### src/common/pwmpm_defs.svh
// Offsets, field positions, reset values and pin indices of the PWM pin mux
`ifndef PWMPM_DEFS_SVH
`define PWMPM_DEFS_SVH

// ****************************************************************
// Register offsets
// ****************************************************************
`define PWMPM_ADDR_ROUTE0     16'h2047
`define PWMPM_ADDR_ROUTE1     16'h2048
`define PWMPM_ADDR_EVENT      16'h2049
`define PWMPM_ADDR_PRELOAD    16'h204A
`define PWMPM_ADDR_ACTIVE     16'h204B
`define PWMPM_ADDR_CTRL_A     16'h204C
`define PWMPM_ADDR_CTRL_B     16'h204D
`define PWMPM_ADDR_SYS_CFG    16'h205E

// ****************************************************************
// Reset values
// ****************************************************************
`define PWMPM_RST_BYTE        8'h00
`define PWMPM_RST_CFG         4'h0
`define PWMPM_RST_CTRL        2'h0

// ****************************************************************
// Field positions
// ****************************************************************
`define PWMPM_R0_ETR_EN       7
`define PWMPM_R0_ETR_SEL      6
`define PWMPM_R0_CH3_HI       5
`define PWMPM_R0_CH3_LO       4
`define PWMPM_R0_CH2_HI       3
`define PWMPM_R0_CH2_LO       2
`define PWMPM_R0_CH1_HI       1
`define PWMPM_R0_CH1_LO       0
`define PWMPM_R1_BRK_EN       7
`define PWMPM_R1_BRK_HI       6
`define PWMPM_R1_BRK_LO       5
`define PWMPM_R1_CH3N_SEL     4
`define PWMPM_R1_CH2N_SEL     3
`define PWMPM_R1_CH1N_SEL     2
`define PWMPM_R1_B_CH2_SEL    1
`define PWMPM_R1_B_CH1_SEL    0
`define PWMPM_CFG_B_EN        3
`define PWMPM_CFG_A_EN        2
`define PWMPM_CFG_B_CLK       1
`define PWMPM_CFG_A_CLK       0
`define PWMPM_EV_A_UG         0
`define PWMPM_EV_A_COMMUTATION_GENERATE_BIT       1
`define PWMPM_EV_B_UG         2
`define PWMPM_CTRL_RUN        0
`define PWMPM_CTRL_DIR        1

// ****************************************************************
// Pin indices
// ****************************************************************
`define PWMPM_NPIN            19
`define PWMPM_NSRC            8
`define PWMPM_PIN_PA1         0
`define PWMPM_PIN_PA3         1
`define PWMPM_PIN_PA4         2
`define PWMPM_PIN_PA5         3
`define PWMPM_PIN_PB0         4
`define PWMPM_PIN_PB1         5
`define PWMPM_PIN_PB2         6
`define PWMPM_PIN_PB5         7
`define PWMPM_PIN_PB6         8
`define PWMPM_PIN_PB7         9
`define PWMPM_PIN_PC2         10
`define PWMPM_PIN_PC4         11
`define PWMPM_PIN_PC6         12
`define PWMPM_PIN_PC7         13
`define PWMPM_PIN_PD0         14
`define PWMPM_PIN_PD1         15
`define PWMPM_PIN_PD2         16
`define PWMPM_PIN_PD3         17
`define PWMPM_PIN_PD4         18

`endif

### src/common/pwmpm_pkg.sv
// Types shared by the PWM pin mux design
`include "pwmpm_defs.svh"

package pwmpm_pkg;

	typedef logic [`PWMPM_NPIN-1:0] pwmpm_pin_vec_t;
	typedef logic [7:0]             pwmpm_byte_t;
	typedef logic [1:0]             pwmpm_sel3_t;

	// Output sources, lowest index wins a shared pin
	typedef enum {
		PWMPM_SRC_A_CH1,
		PWMPM_SRC_A_CH2,
		PWMPM_SRC_A_CH3,
		PWMPM_SRC_A_CH1N,
		PWMPM_SRC_A_CH2N,
		PWMPM_SRC_A_CH3N,
		PWMPM_SRC_B_CH1,
		PWMPM_SRC_B_CH2
	} pwmpm_src_t;

endpackage : pwmpm_pkg

### src/rtl/pwmpm_sync2.sv
// Two-stage crossing for one control bit
`timescale 1ns/1ps

module pwmpm_sync2 (
	// Clock and reset
	input  wire logic clk_sys_i,
	input  wire logic rst_i,
	// Data
	input  wire logic d_i,
	output logic      q_o
);

	logic stage1_q;

	always_ff @(posedge clk_sys_i or posedge rst_i) begin
		if (rst_i) begin
			stage1_q <= 1'b0;
			q_o      <= 1'b0;
		end else begin
			stage1_q <= d_i;
			q_o      <= stage1_q;
		end
	end

endmodule : pwmpm_sync2

### src/rtl/pwmpm_top.sv
// Pin routing, unit enable and clock source control for two PWM timers
`timescale 1ns/1ps
`include "pwmpm_defs.svh"

// Summary of operation
// - The trigger input reads a pin only while its enable bit is 1, bit 6 picks PA3 or PD4.
// - Timer A channel 3 goes to PD4, PB2 or PC4 for selector codes 0, 1, 2.
// - Timer A channel 2 goes to PB0, PB6 or PC6 for selector codes 0, 1, 2.
// - Timer A channel 1 goes to PB1, PB7 or PC7 for selector codes 0, 1, 2.
// - The break input reads a pin only while enabled, PA1, PB0 or PC6 by a two-bit code.
// - Clearing a unit enable resets that timer's counter and stops its clock.
// - Each clock-source bit picks the 24 MHz PLL clock at 0 and the crystal clock at 1.
// - A commutation event on timer A moves preloaded output settings to active.
// - Run and direction bits cross through two stages and read back late.
module pwmpm_top
	import pwmpm_pkg::*;
(
	// Clock and reset
	input  wire logic                 CLK_SYS_I,
	input  wire logic                 RST_I,
	// Register port
	input  wire logic [15:0]          ADDR_I,
	input  wire logic [7:0]           WDATA_I,
	input  wire logic                 WR_I,
	input  wire logic                 RD_I,
	output logic      [7:0]           RDATA_O,
	// Timer side signals
	input  wire logic [2:0]           TA_CH_OUT_I,
	input  wire logic [2:0]           TA_CHN_OUT_I,
	input  wire logic [2:0]           TA_CH_DIR_I,
	input  wire logic [1:0]           TB_CH_OUT_I,
	input  wire logic [1:0]           TB_CH_DIR_I,
	output logic      [2:0]           TA_CH_IN_O,
	output logic      [1:0]           TB_CH_IN_O,
	output logic                      EXT_TRIG_O,
	output logic                      BREAK_O,
	// Timer unit control
	output logic                      TA_CLK_EN_O,
	output logic                      TA_CNT_RST_O,
	output logic                      TA_CLK_SEL_O,
	output logic                      TA_RUN_O,
	output logic                      TA_DIR_O,
	output logic                      TA_UPDATE_GEN_O,
	output logic                      TA_COMMUT_GEN_O,
	output logic      [7:0]           TA_COMMUT_CFG_O,
	output logic                      TB_CLK_EN_O,
	output logic                      TB_CNT_RST_O,
	output logic                      TB_CLK_SEL_O,
	output logic                      TB_RUN_O,
	output logic                      TB_DIR_O,
	output logic                      TB_UPDATE_GEN_O,
	// Port pins
	input  wire logic [`PWMPM_NPIN-1:0] PIN_IN_I,
	output logic      [`PWMPM_NPIN-1:0] PIN_ALT_EN_O,
	output logic      [`PWMPM_NPIN-1:0] PIN_ALT_OE_O,
	output logic      [`PWMPM_NPIN-1:0] PIN_ALT_OUT_O
);

	// ****************************************************************
	// Selector helpers
	// ****************************************************************
	function automatic pwmpm_pin_vec_t hot3(input pwmpm_sel3_t code,
			input int p0, input int p1, input int p2);
		pwmpm_pin_vec_t v;
		v = '0;
		case (code)
			2'h0: v[p0] = 1'b1;
			2'h1: v[p1] = 1'b1;
			2'h2: v[p2] = 1'b1;
			default: v = '0;
		endcase
		return v;
	endfunction : hot3

	function automatic pwmpm_pin_vec_t hot2(input logic code,
			input int p0, input int p1);
		pwmpm_pin_vec_t v;
		v = '0;
		v[code ? p1 : p0] = 1'b1;
		return v;
	endfunction : hot2

	// ****************************************************************
	// Registers
	// ****************************************************************
	pwmpm_byte_t route0_q;
	pwmpm_byte_t route1_q;
	pwmpm_byte_t preload_q;
	pwmpm_byte_t active_q;
	logic [3:0]  sys_cfg_q;
	logic [1:0]  ctrl_a_q;
	logic [1:0]  ctrl_b_q;
	logic        ug_a_q;
	logic        commutation_generate_bit_a_q;
	logic        ug_b_q;
	logic [3:0]  ctrl_sync;

	wire logic hit_r0  = ADDR_I == `PWMPM_ADDR_ROUTE0;
	wire logic hit_r1  = ADDR_I == `PWMPM_ADDR_ROUTE1;
	wire logic hit_ev  = ADDR_I == `PWMPM_ADDR_EVENT;
	wire logic hit_pre = ADDR_I == `PWMPM_ADDR_PRELOAD;
	wire logic hit_act = ADDR_I == `PWMPM_ADDR_ACTIVE;
	wire logic hit_ca  = ADDR_I == `PWMPM_ADDR_CTRL_A;
	wire logic hit_cb  = ADDR_I == `PWMPM_ADDR_CTRL_B;
	wire logic hit_cfg = ADDR_I == `PWMPM_ADDR_SYS_CFG;
	wire logic en_a    = sys_cfg_q[`PWMPM_CFG_A_EN];
	wire logic en_b    = sys_cfg_q[`PWMPM_CFG_B_EN];
	wire logic wr_ev   = WR_I && hit_ev;
	wire logic ug_a_d  = wr_ev && en_a && WDATA_I[`PWMPM_EV_A_UG];
	wire logic commutation_generate_bit_d  = wr_ev && en_a && WDATA_I[`PWMPM_EV_A_COMMUTATION_GENERATE_BIT];
	wire logic ug_b_d  = wr_ev && en_b && WDATA_I[`PWMPM_EV_B_UG];

	// Run and direction read back through the crossing, so late
	wire pwmpm_byte_t rd_mux =
		hit_r0  ? route0_q :
		hit_r1  ? route1_q :
		hit_pre ? preload_q :
		hit_act ? active_q :
		hit_ca  ? {6'h00, ctrl_sync[1:0]} :
		hit_cb  ? {6'h00, ctrl_sync[3:2]} :
		hit_cfg ? {4'h0, sys_cfg_q} : 8'h00;
	wire pwmpm_byte_t rdata_d = RD_I ? rd_mux : 8'h00;

	always_ff @(posedge CLK_SYS_I or posedge RST_I) begin
		if (RST_I) begin
			route0_q  <= `PWMPM_RST_BYTE;
			route1_q  <= `PWMPM_RST_BYTE;
			preload_q <= `PWMPM_RST_BYTE;
			sys_cfg_q <= `PWMPM_RST_CFG;
			ctrl_a_q  <= `PWMPM_RST_CTRL;
			ctrl_b_q  <= `PWMPM_RST_CTRL;
		end else if (WR_I) begin
			if (hit_r0) route0_q <= WDATA_I;
			if (hit_r1) route1_q <= WDATA_I;
			if (hit_pre) preload_q <= WDATA_I;
			if (hit_cfg) sys_cfg_q <= WDATA_I[3:0];
			if (hit_ca) ctrl_a_q <= WDATA_I[1:0];
			if (hit_cb) ctrl_b_q <= WDATA_I[1:0];
		end
	end

	always_ff @(posedge CLK_SYS_I or posedge RST_I) begin
		if (RST_I) begin
			active_q <= `PWMPM_RST_BYTE;
			ug_a_q   <= 1'b0;
			commutation_generate_bit_a_q <= 1'b0;
			ug_b_q   <= 1'b0;
			RDATA_O  <= 8'h00;
		end else begin
			if (commutation_generate_bit_d) active_q <= preload_q;
			ug_a_q   <= ug_a_d;
			commutation_generate_bit_a_q <= commutation_generate_bit_d;
			ug_b_q   <= ug_b_d;
			RDATA_O  <= rdata_d;
		end
	end

	// ****************************************************************
	// Counter run and direction crossing
	// ****************************************************************
	wire logic [3:0] ctrl_raw = {ctrl_b_q, ctrl_a_q};

	for (genvar i = 0; i < 4; i++) begin : g_sync
		pwmpm_sync2 u_sync (
			.clk_sys_i (CLK_SYS_I),
			.rst_i     (RST_I),
			.d_i       (ctrl_raw[i]),
			.q_o       (ctrl_sync[i])
		);
	end

	// Unit control, disabled unit held in reset with clock gated
	assign TA_CLK_EN_O     = en_a;
	assign TA_CNT_RST_O    = !en_a;
	assign TB_CLK_EN_O     = en_b;
	assign TB_CNT_RST_O    = !en_b;
	assign TA_CLK_SEL_O    = sys_cfg_q[`PWMPM_CFG_A_CLK];
	assign TB_CLK_SEL_O    = sys_cfg_q[`PWMPM_CFG_B_CLK];
	assign TA_RUN_O        = en_a && ctrl_sync[`PWMPM_CTRL_RUN];
	assign TA_DIR_O        = ctrl_sync[`PWMPM_CTRL_DIR];
	assign TB_RUN_O        = en_b && ctrl_sync[2];
	assign TB_DIR_O        = ctrl_sync[3];
	assign TA_UPDATE_GEN_O = ug_a_q;
	assign TA_COMMUT_GEN_O = commutation_generate_bit_a_q;
	assign TA_COMMUT_CFG_O = active_q;
	assign TB_UPDATE_GEN_O = ug_b_q;

	// ****************************************************************
	// Pin routing
	// ****************************************************************
	// Channel pins are claimed only while their unit is enabled
	pwmpm_pin_vec_t sel_hot [`PWMPM_NSRC];
	pwmpm_pin_vec_t trig_hot;
	pwmpm_pin_vec_t brk_hot;
	wire logic [`PWMPM_NSRC-1:0] src_out = {TB_CH_OUT_I, TA_CHN_OUT_I,
		TA_CH_OUT_I};
	wire logic [`PWMPM_NSRC-1:0] src_drv = {~TB_CH_DIR_I, 3'h7,
		~TA_CH_DIR_I};
	logic [`PWMPM_NSRC-1:0] src_in;

	assign sel_hot[PWMPM_SRC_A_CH1] = en_a ? hot3(route0_q[1:0],
		`PWMPM_PIN_PB1, `PWMPM_PIN_PB7, `PWMPM_PIN_PC7) : '0;
	assign sel_hot[PWMPM_SRC_A_CH2] = en_a ? hot3(route0_q[3:2],
		`PWMPM_PIN_PB0, `PWMPM_PIN_PB6, `PWMPM_PIN_PC6) : '0;
	assign sel_hot[PWMPM_SRC_A_CH3] = en_a ? hot3(route0_q[5:4],
		`PWMPM_PIN_PD4, `PWMPM_PIN_PB2, `PWMPM_PIN_PC4) : '0;
	assign sel_hot[PWMPM_SRC_A_CH1N] = en_a ? hot2(
		route1_q[`PWMPM_R1_CH1N_SEL], `PWMPM_PIN_PD1, `PWMPM_PIN_PB5) : '0;
	assign sel_hot[PWMPM_SRC_A_CH2N] = en_a ? hot2(
		route1_q[`PWMPM_R1_CH2N_SEL], `PWMPM_PIN_PA4, `PWMPM_PIN_PD2) : '0;
	assign sel_hot[PWMPM_SRC_A_CH3N] = en_a ? hot2(
		route1_q[`PWMPM_R1_CH3N_SEL], `PWMPM_PIN_PA5, `PWMPM_PIN_PD3) : '0;
	assign sel_hot[PWMPM_SRC_B_CH1] = en_b ? hot2(
		route1_q[`PWMPM_R1_B_CH1_SEL], `PWMPM_PIN_PA3, `PWMPM_PIN_PD0) : '0;
	assign sel_hot[PWMPM_SRC_B_CH2] = en_b ? hot2(
		route1_q[`PWMPM_R1_B_CH2_SEL], `PWMPM_PIN_PD1, `PWMPM_PIN_PC2) : '0;
	assign trig_hot = route0_q[`PWMPM_R0_ETR_EN] ? hot2(
		route0_q[`PWMPM_R0_ETR_SEL], `PWMPM_PIN_PA3,
		`PWMPM_PIN_PD4) : '0;
	assign brk_hot = route1_q[`PWMPM_R1_BRK_EN] ? hot3(route1_q[6:5],
		`PWMPM_PIN_PA1, `PWMPM_PIN_PB0, `PWMPM_PIN_PC6) : '0;

	wire logic trig_d = |(trig_hot & PIN_IN_I);
	wire logic brk_d  = |(brk_hot & PIN_IN_I);
	logic [`PWMPM_NPIN-1:0] alt_en_d;
	logic [`PWMPM_NPIN-1:0] alt_oe_d;
	logic [`PWMPM_NPIN-1:0] alt_out_d;

	for (genvar p = 0; p < `PWMPM_NPIN; p++) begin : g_pin
		logic [`PWMPM_NSRC-1:0] claim;
		logic [`PWMPM_NSRC-1:0] first;
		for (genvar s = 0; s < `PWMPM_NSRC; s++) begin : g_src
			assign claim[s] = sel_hot[s][p];
		end
		// Lowest source index owns a pin that two selectors share
		assign first = claim & (~claim + `PWMPM_NSRC'(1));
		assign alt_en_d[p]  = |claim || trig_hot[p] || brk_hot[p];
		assign alt_oe_d[p]  = |(first & src_drv);
		assign alt_out_d[p] = |(first & src_out);
	end

	for (genvar s = 0; s < `PWMPM_NSRC; s++) begin : g_in
		assign src_in[s] = |(sel_hot[s] & PIN_IN_I);
	end

	// Registered pins add one cycle of latency to every edge
	always_ff @(posedge CLK_SYS_I or posedge RST_I) begin
		if (RST_I) begin
			PIN_ALT_EN_O  <= '0;
			PIN_ALT_OE_O  <= '0;
			PIN_ALT_OUT_O <= '0;
			EXT_TRIG_O    <= 1'b0;
			BREAK_O       <= 1'b0;
			TA_CH_IN_O    <= 3'h0;
			TB_CH_IN_O    <= 2'h0;
		end else begin
			PIN_ALT_EN_O  <= alt_en_d;
			PIN_ALT_OE_O  <= alt_oe_d;
			PIN_ALT_OUT_O <= alt_out_d;
			EXT_TRIG_O    <= trig_d;
			BREAK_O       <= brk_d;
			TA_CH_IN_O    <= src_in[2:0];
			TB_CH_IN_O    <= src_in[7:6];
		end
	end
endmodule : pwmpm_top

### config.mk
export PLATFORM = sky130hd
export DESIGN_NAME = pwmpm_top
export DESIGN_NICKNAME = d
export VERILOG_FILES = /design/src/common/pwmpm_pkg.sv /design/src/rtl/pwmpm_sync2.sv /design/src/rtl/pwmpm_top.sv
export VERILOG_INCLUDE_DIRS = /design/src /design/src/common
export SDC_FILE = /design/constraint.sdc
export NUM_CORES = 1
export LEC_CHECK = 0
export CAP_MARGIN = 30
export CORE_UTILIZATION = 49
export CTS_CLUSTER_SIZE = 8
export DETAILED_ROUTE_END_ITERATION = 7
export DONT_BUFFER_PORTS = 1
export GPL_ROUTABILITY_DRIVEN = 0
export MAX_ROUTING_LAYER = met4
export PLACE_DENSITY = 0.75
export SLEW_MARGIN = 20
export SYNTH_ARGS = -nofsm -noshare
export SYNTH_HDL_FRONTEND = slang
export SYNTH_SLANG_ARGS = --single-unit
export TNS_END_PERCENT = 1
### constraint.sdc
create_clock -name CLK_SYS_I -period 9.3 [get_ports CLK_SYS_I]
set_input_delay 1.395 -clock CLK_SYS_I [delete_from_list [all_inputs] [get_ports CLK_SYS_I]]
set_output_delay 1.395 -clock CLK_SYS_I [all_outputs]
set_load 0.005 [all_outputs]
==> flow_metrics.py <==
metrics = {
    "clock_network": {
        "clkLatencyLatePin_ns": 0.50,
        "cts_buffer_depth": 2,
        "root_buffer": "clkbuf_8",
        "post_cts_resized": 0,
        "postCtsSetupRepairBufs": 0,
        "clock-sinks": 116,
        "cts_made_buffers": 17,
        "ctsHoldBuffers": 0,
        "cts_tree": "yes",
        "clkTransAtPathRegs_ns": 0.06,
        "cts_htree_levels": 4,
    },
    "logic_synthesis": {
        "synthFlopType": "dfrtp_1",
        "yosysMostFrequentCell": "dfrtp_1",
        "yosys_warnings": 0,
        "async_reset_ff_share_pct": 100.0,
        "yosys.area.top_type": "dfrtp_1",
        "ys_top_cells_by_count": "dfrtp_1 (116), nor2_1 (37), mux2_2 (24)",
        "syn_area_um2": 4722,
        "yosysTopAreaCellShare_pct": 61.47,
        "synth_seq_cells": 116,
        "yosysUniqueCellTypes": 56,
        "synth.area.top_cells": "dfrtp_1 (61%), mux2_2 (5.7%), mux2_4 (3.8%)",
        "yosysSeqAreaShare_pct": 61.47,
        "postSynthCellCount": 377,
        "syn_avg_cell_area_um2": 12.53,
        "synth_enable_flop_cells": 0,
    },
    "setup_path": {
        "cp_max_fo": 23,
        "endpoint_kind": "output port",
        "reg2reg_slack_ns": 6.94,
        "crit_family": "flip-flops",
        "crit_path_start_kind": "flop",
        "path_class": "flop to output port",
        "worst-path-buf-inv": 1,
        "critical_path_required_ns": 7.91,
        "worstPathCellList": "inv_1",
        "crit_start": "sys_cfg_q[2]",
        "rr_startpoint": "sys_cfg_q[2]",
        "max_stage_delay_ns": 0.81,
        "cpMaxStageDelayCell": "dfrtp_1",
        "arrival_ns": 1.82,
        "rr_endpoint": "TA_COMMUT_CFG_O[7]",
        "rr_worst_depth": 3,
    },
    "sta": {
        "finalCritPeriodShare_pct": 34.53,
        "maxSlewViolCount": 0,
        "clock.fmax_ghz": 0.3114,
        "rsz0062_at_grt": "false",
        "skew_ns": 0.01172,
        "setup_violations": 0,
        "timing_hold_violations_final": 0,
        "relSlewSlack_pct": 50.36,
        "hold_ws_ns": 0.3470,
        "min_period_ns": 3.212,
        "tns_ns": 0,
        "tightest_slew_ns": 0.7446,
    },
    "floorplan": {
        "initial_core_util_pct": 50.86,
        "rows": 35,
        "core-area_um2": 9284,
        "die_w_um": 100.2,
        "die_area_um2": 10030,
        "io_pins": 153,
        "fp.dieH_um": 100.2,
    },
    "power_and_ir_drop": {
        "power_frac_clock_pct": 55.7,
        "p_seq_share_pct": 42.5,
        "p_sw_share_pct": 18.85,
        "p_int_mw": 0.9660,
        "max-vdd-ir-drop_mv": 0.09794,
        "power_density_nw_per_um2": 221.1,
        "pwr-share-comb_pct": 1.8,
        "p_switching_mw": 0.2244,
        "power_leakage_nw": 2.671,
        "fin_total_pwr_mw": 1.190,
    },
    "detailed_routing": {
        "drt_wl_total_mm": 10.06,
        "antenna_left": 0,
        "first_pass_iters": 4,
        "routedWlPerCell_um": 19.42,
        "drcViolationCount": 0,
        "routed-via-count": 2858,
        "routed_via_density": 5.517,
        "drtIter0Drc": 229,
    },
    "cells_and_area": {
        "diodes": 0,
        "drive_gt1_share_pct": 20.57,
        "regArea_um2": 2903,
        "nNetsFinal": 437,
        "num-fill-cells": 738,
        "multiInputGateArea_um2": 1650,
        "instances_no_fill": 518,
        "syn2layout_area_growth_pct": 14.02,
    },
    "grt": {
        "antenna_found_initial": 0,
        "grt_usage_pct": 21.95,
        "first_global_vias": 2933,
        "grt_max_degree": 61,
        "grt_overflow_total": 0,
        "grt_pass1_wl_mm": 16.01,
    },
    "hold_path": {
        "min_to": "g_sync[0].u_sync.q_o",
        "hold_depth": 0,
        "min_from": "g_sync[0].u_sync.stage1_q",
        "hp-class": "flop to flop",
    },
    "placed_design": {
        "dp_cells": 487,
        "portBuffers": 0,
        "hpwl_mm": 7.307,
    },
    "outcome": {
        "status": "finished, final reports clean",
    },
    "job": {
        "drv_cap": 0,
    },
}
==> cells by family (layout without fill, tap and decap cells) <==
group | count (synthesis) | count (layout) | share of synthesized area [%]
simple gates | 137 | 137 | 16.77
flops | 116 | 116 | 61.47
mux | 50 | 50 | 12.53
compound gates | 40 | 40 | 5.485
buf+inv | 33 | 44 | 3.656
other cells | 1 | 2 | 0.07942
==> worst max-delay path by stage <==
stage | slack, ns | end | cells past startpoint
4_1_cts | 6.04 | TA_CNT_RST_O | 1
3_5_place_dp | 6.11 | preload_q[2] | 4
2_1_floorplan | 4.83 | BREAK_O | 1
6_report | 6.09 | TA_CNT_RST_O | 1
5_1_grt | 5.89 | TA_CNT_RST_O | 1
3_3_place_gp | 6.14 | preload_q[5] | 4
==> cell usage in the layout (no fill, tap or decap), types with 5 or more instances in the layout <==
| master | n |
|---|---|
| dfrtp_1 | 116 |
| nor2_1 | 37 |
| mux2_2 | 24 |
| nand2_1 | 22 |
| and2_1 | 16 |
| clkbuf_16 | 16 |
| o21ai_0 | 15 |
| mux2i_1 | 13 |
| mux2_4 | 12 |
| inv_1 | 11 |
| and3_1 | 11 |
| nor2b_1 | 8 |
| nor3_1 | 7 |
| nand3b_1 | 5 |
| a22oi_1 | 5 |
==> registers in the layout, indices dropped and copies added (netlist names) <==
name / count
PIN_ALT_OE_O: 18
PIN_ALT_OUT_O: 18
PIN_ALT_EN_O: 14
RDATA_O: 8
TA_COMMUT_CFG_O: 8
preload_q: 8
route0_q: 8
route1_q: 8
g_sync.u_sync.q_o: 4
g_sync.u_sync.stage1_q: 4
sys_cfg_q: 4
TA_CH_IN_O: 3
TB_CH_IN_O: 2
ctrl_a_q: 2
ctrl_b_q: 2
BREAK_O: 1
EXT_TRIG_O: 1
TA_COMMUT_GEN_O: 1
TA_UPDATE_GEN_O: 1
TB_UPDATE_GEN_O: 1
==> routing by layer <==
metal,vias up,part of all wire (%),GRT usage (%)
li1,1290,-,-
met1,1450,40,25.44
met2,111,51,35.25
met3,7,8.5,8.217
met4,0,0.92,7.358
met5,-,0,-
==> power by group through the flow <==
stage	clock network, mW	registers (mW)	logic [mW]
5_1_grt	0.700	0.506	0.0251
3_5_place_dp	0	0.515	0.0221
3_3_place_gp	0	0.514	0.0217
6_report	0.663	0.506	0.0216
2_1_floorplan	0	0.514	0.0207
4_1_cts	0.671	0.506	0.0223
==> final cells by class <==
type,instances,share of cell area [%]
well taps,129,2.998
multi-input cells,229,30.65
clock inverters,9,2.812
repair buffers,1,0.1394
flip-flops and latches,116,53.92
inverters,12,0.8831
clock buffers,22,8.599
==> per-stage QoR <==
stage	instance area, µm²	utilization (%)	setup WS [ns]
final	5384	57.99	6.088
after global routing	5384	57.99	5.895
after CTS	5384	57.99	6.035
after detailed placement	4770	51.37	6.110
after global placement	4770	51.37	6.137
after floorplan	4726	-	4.833
Note: power is estimated with default switching activity, not from simulation.
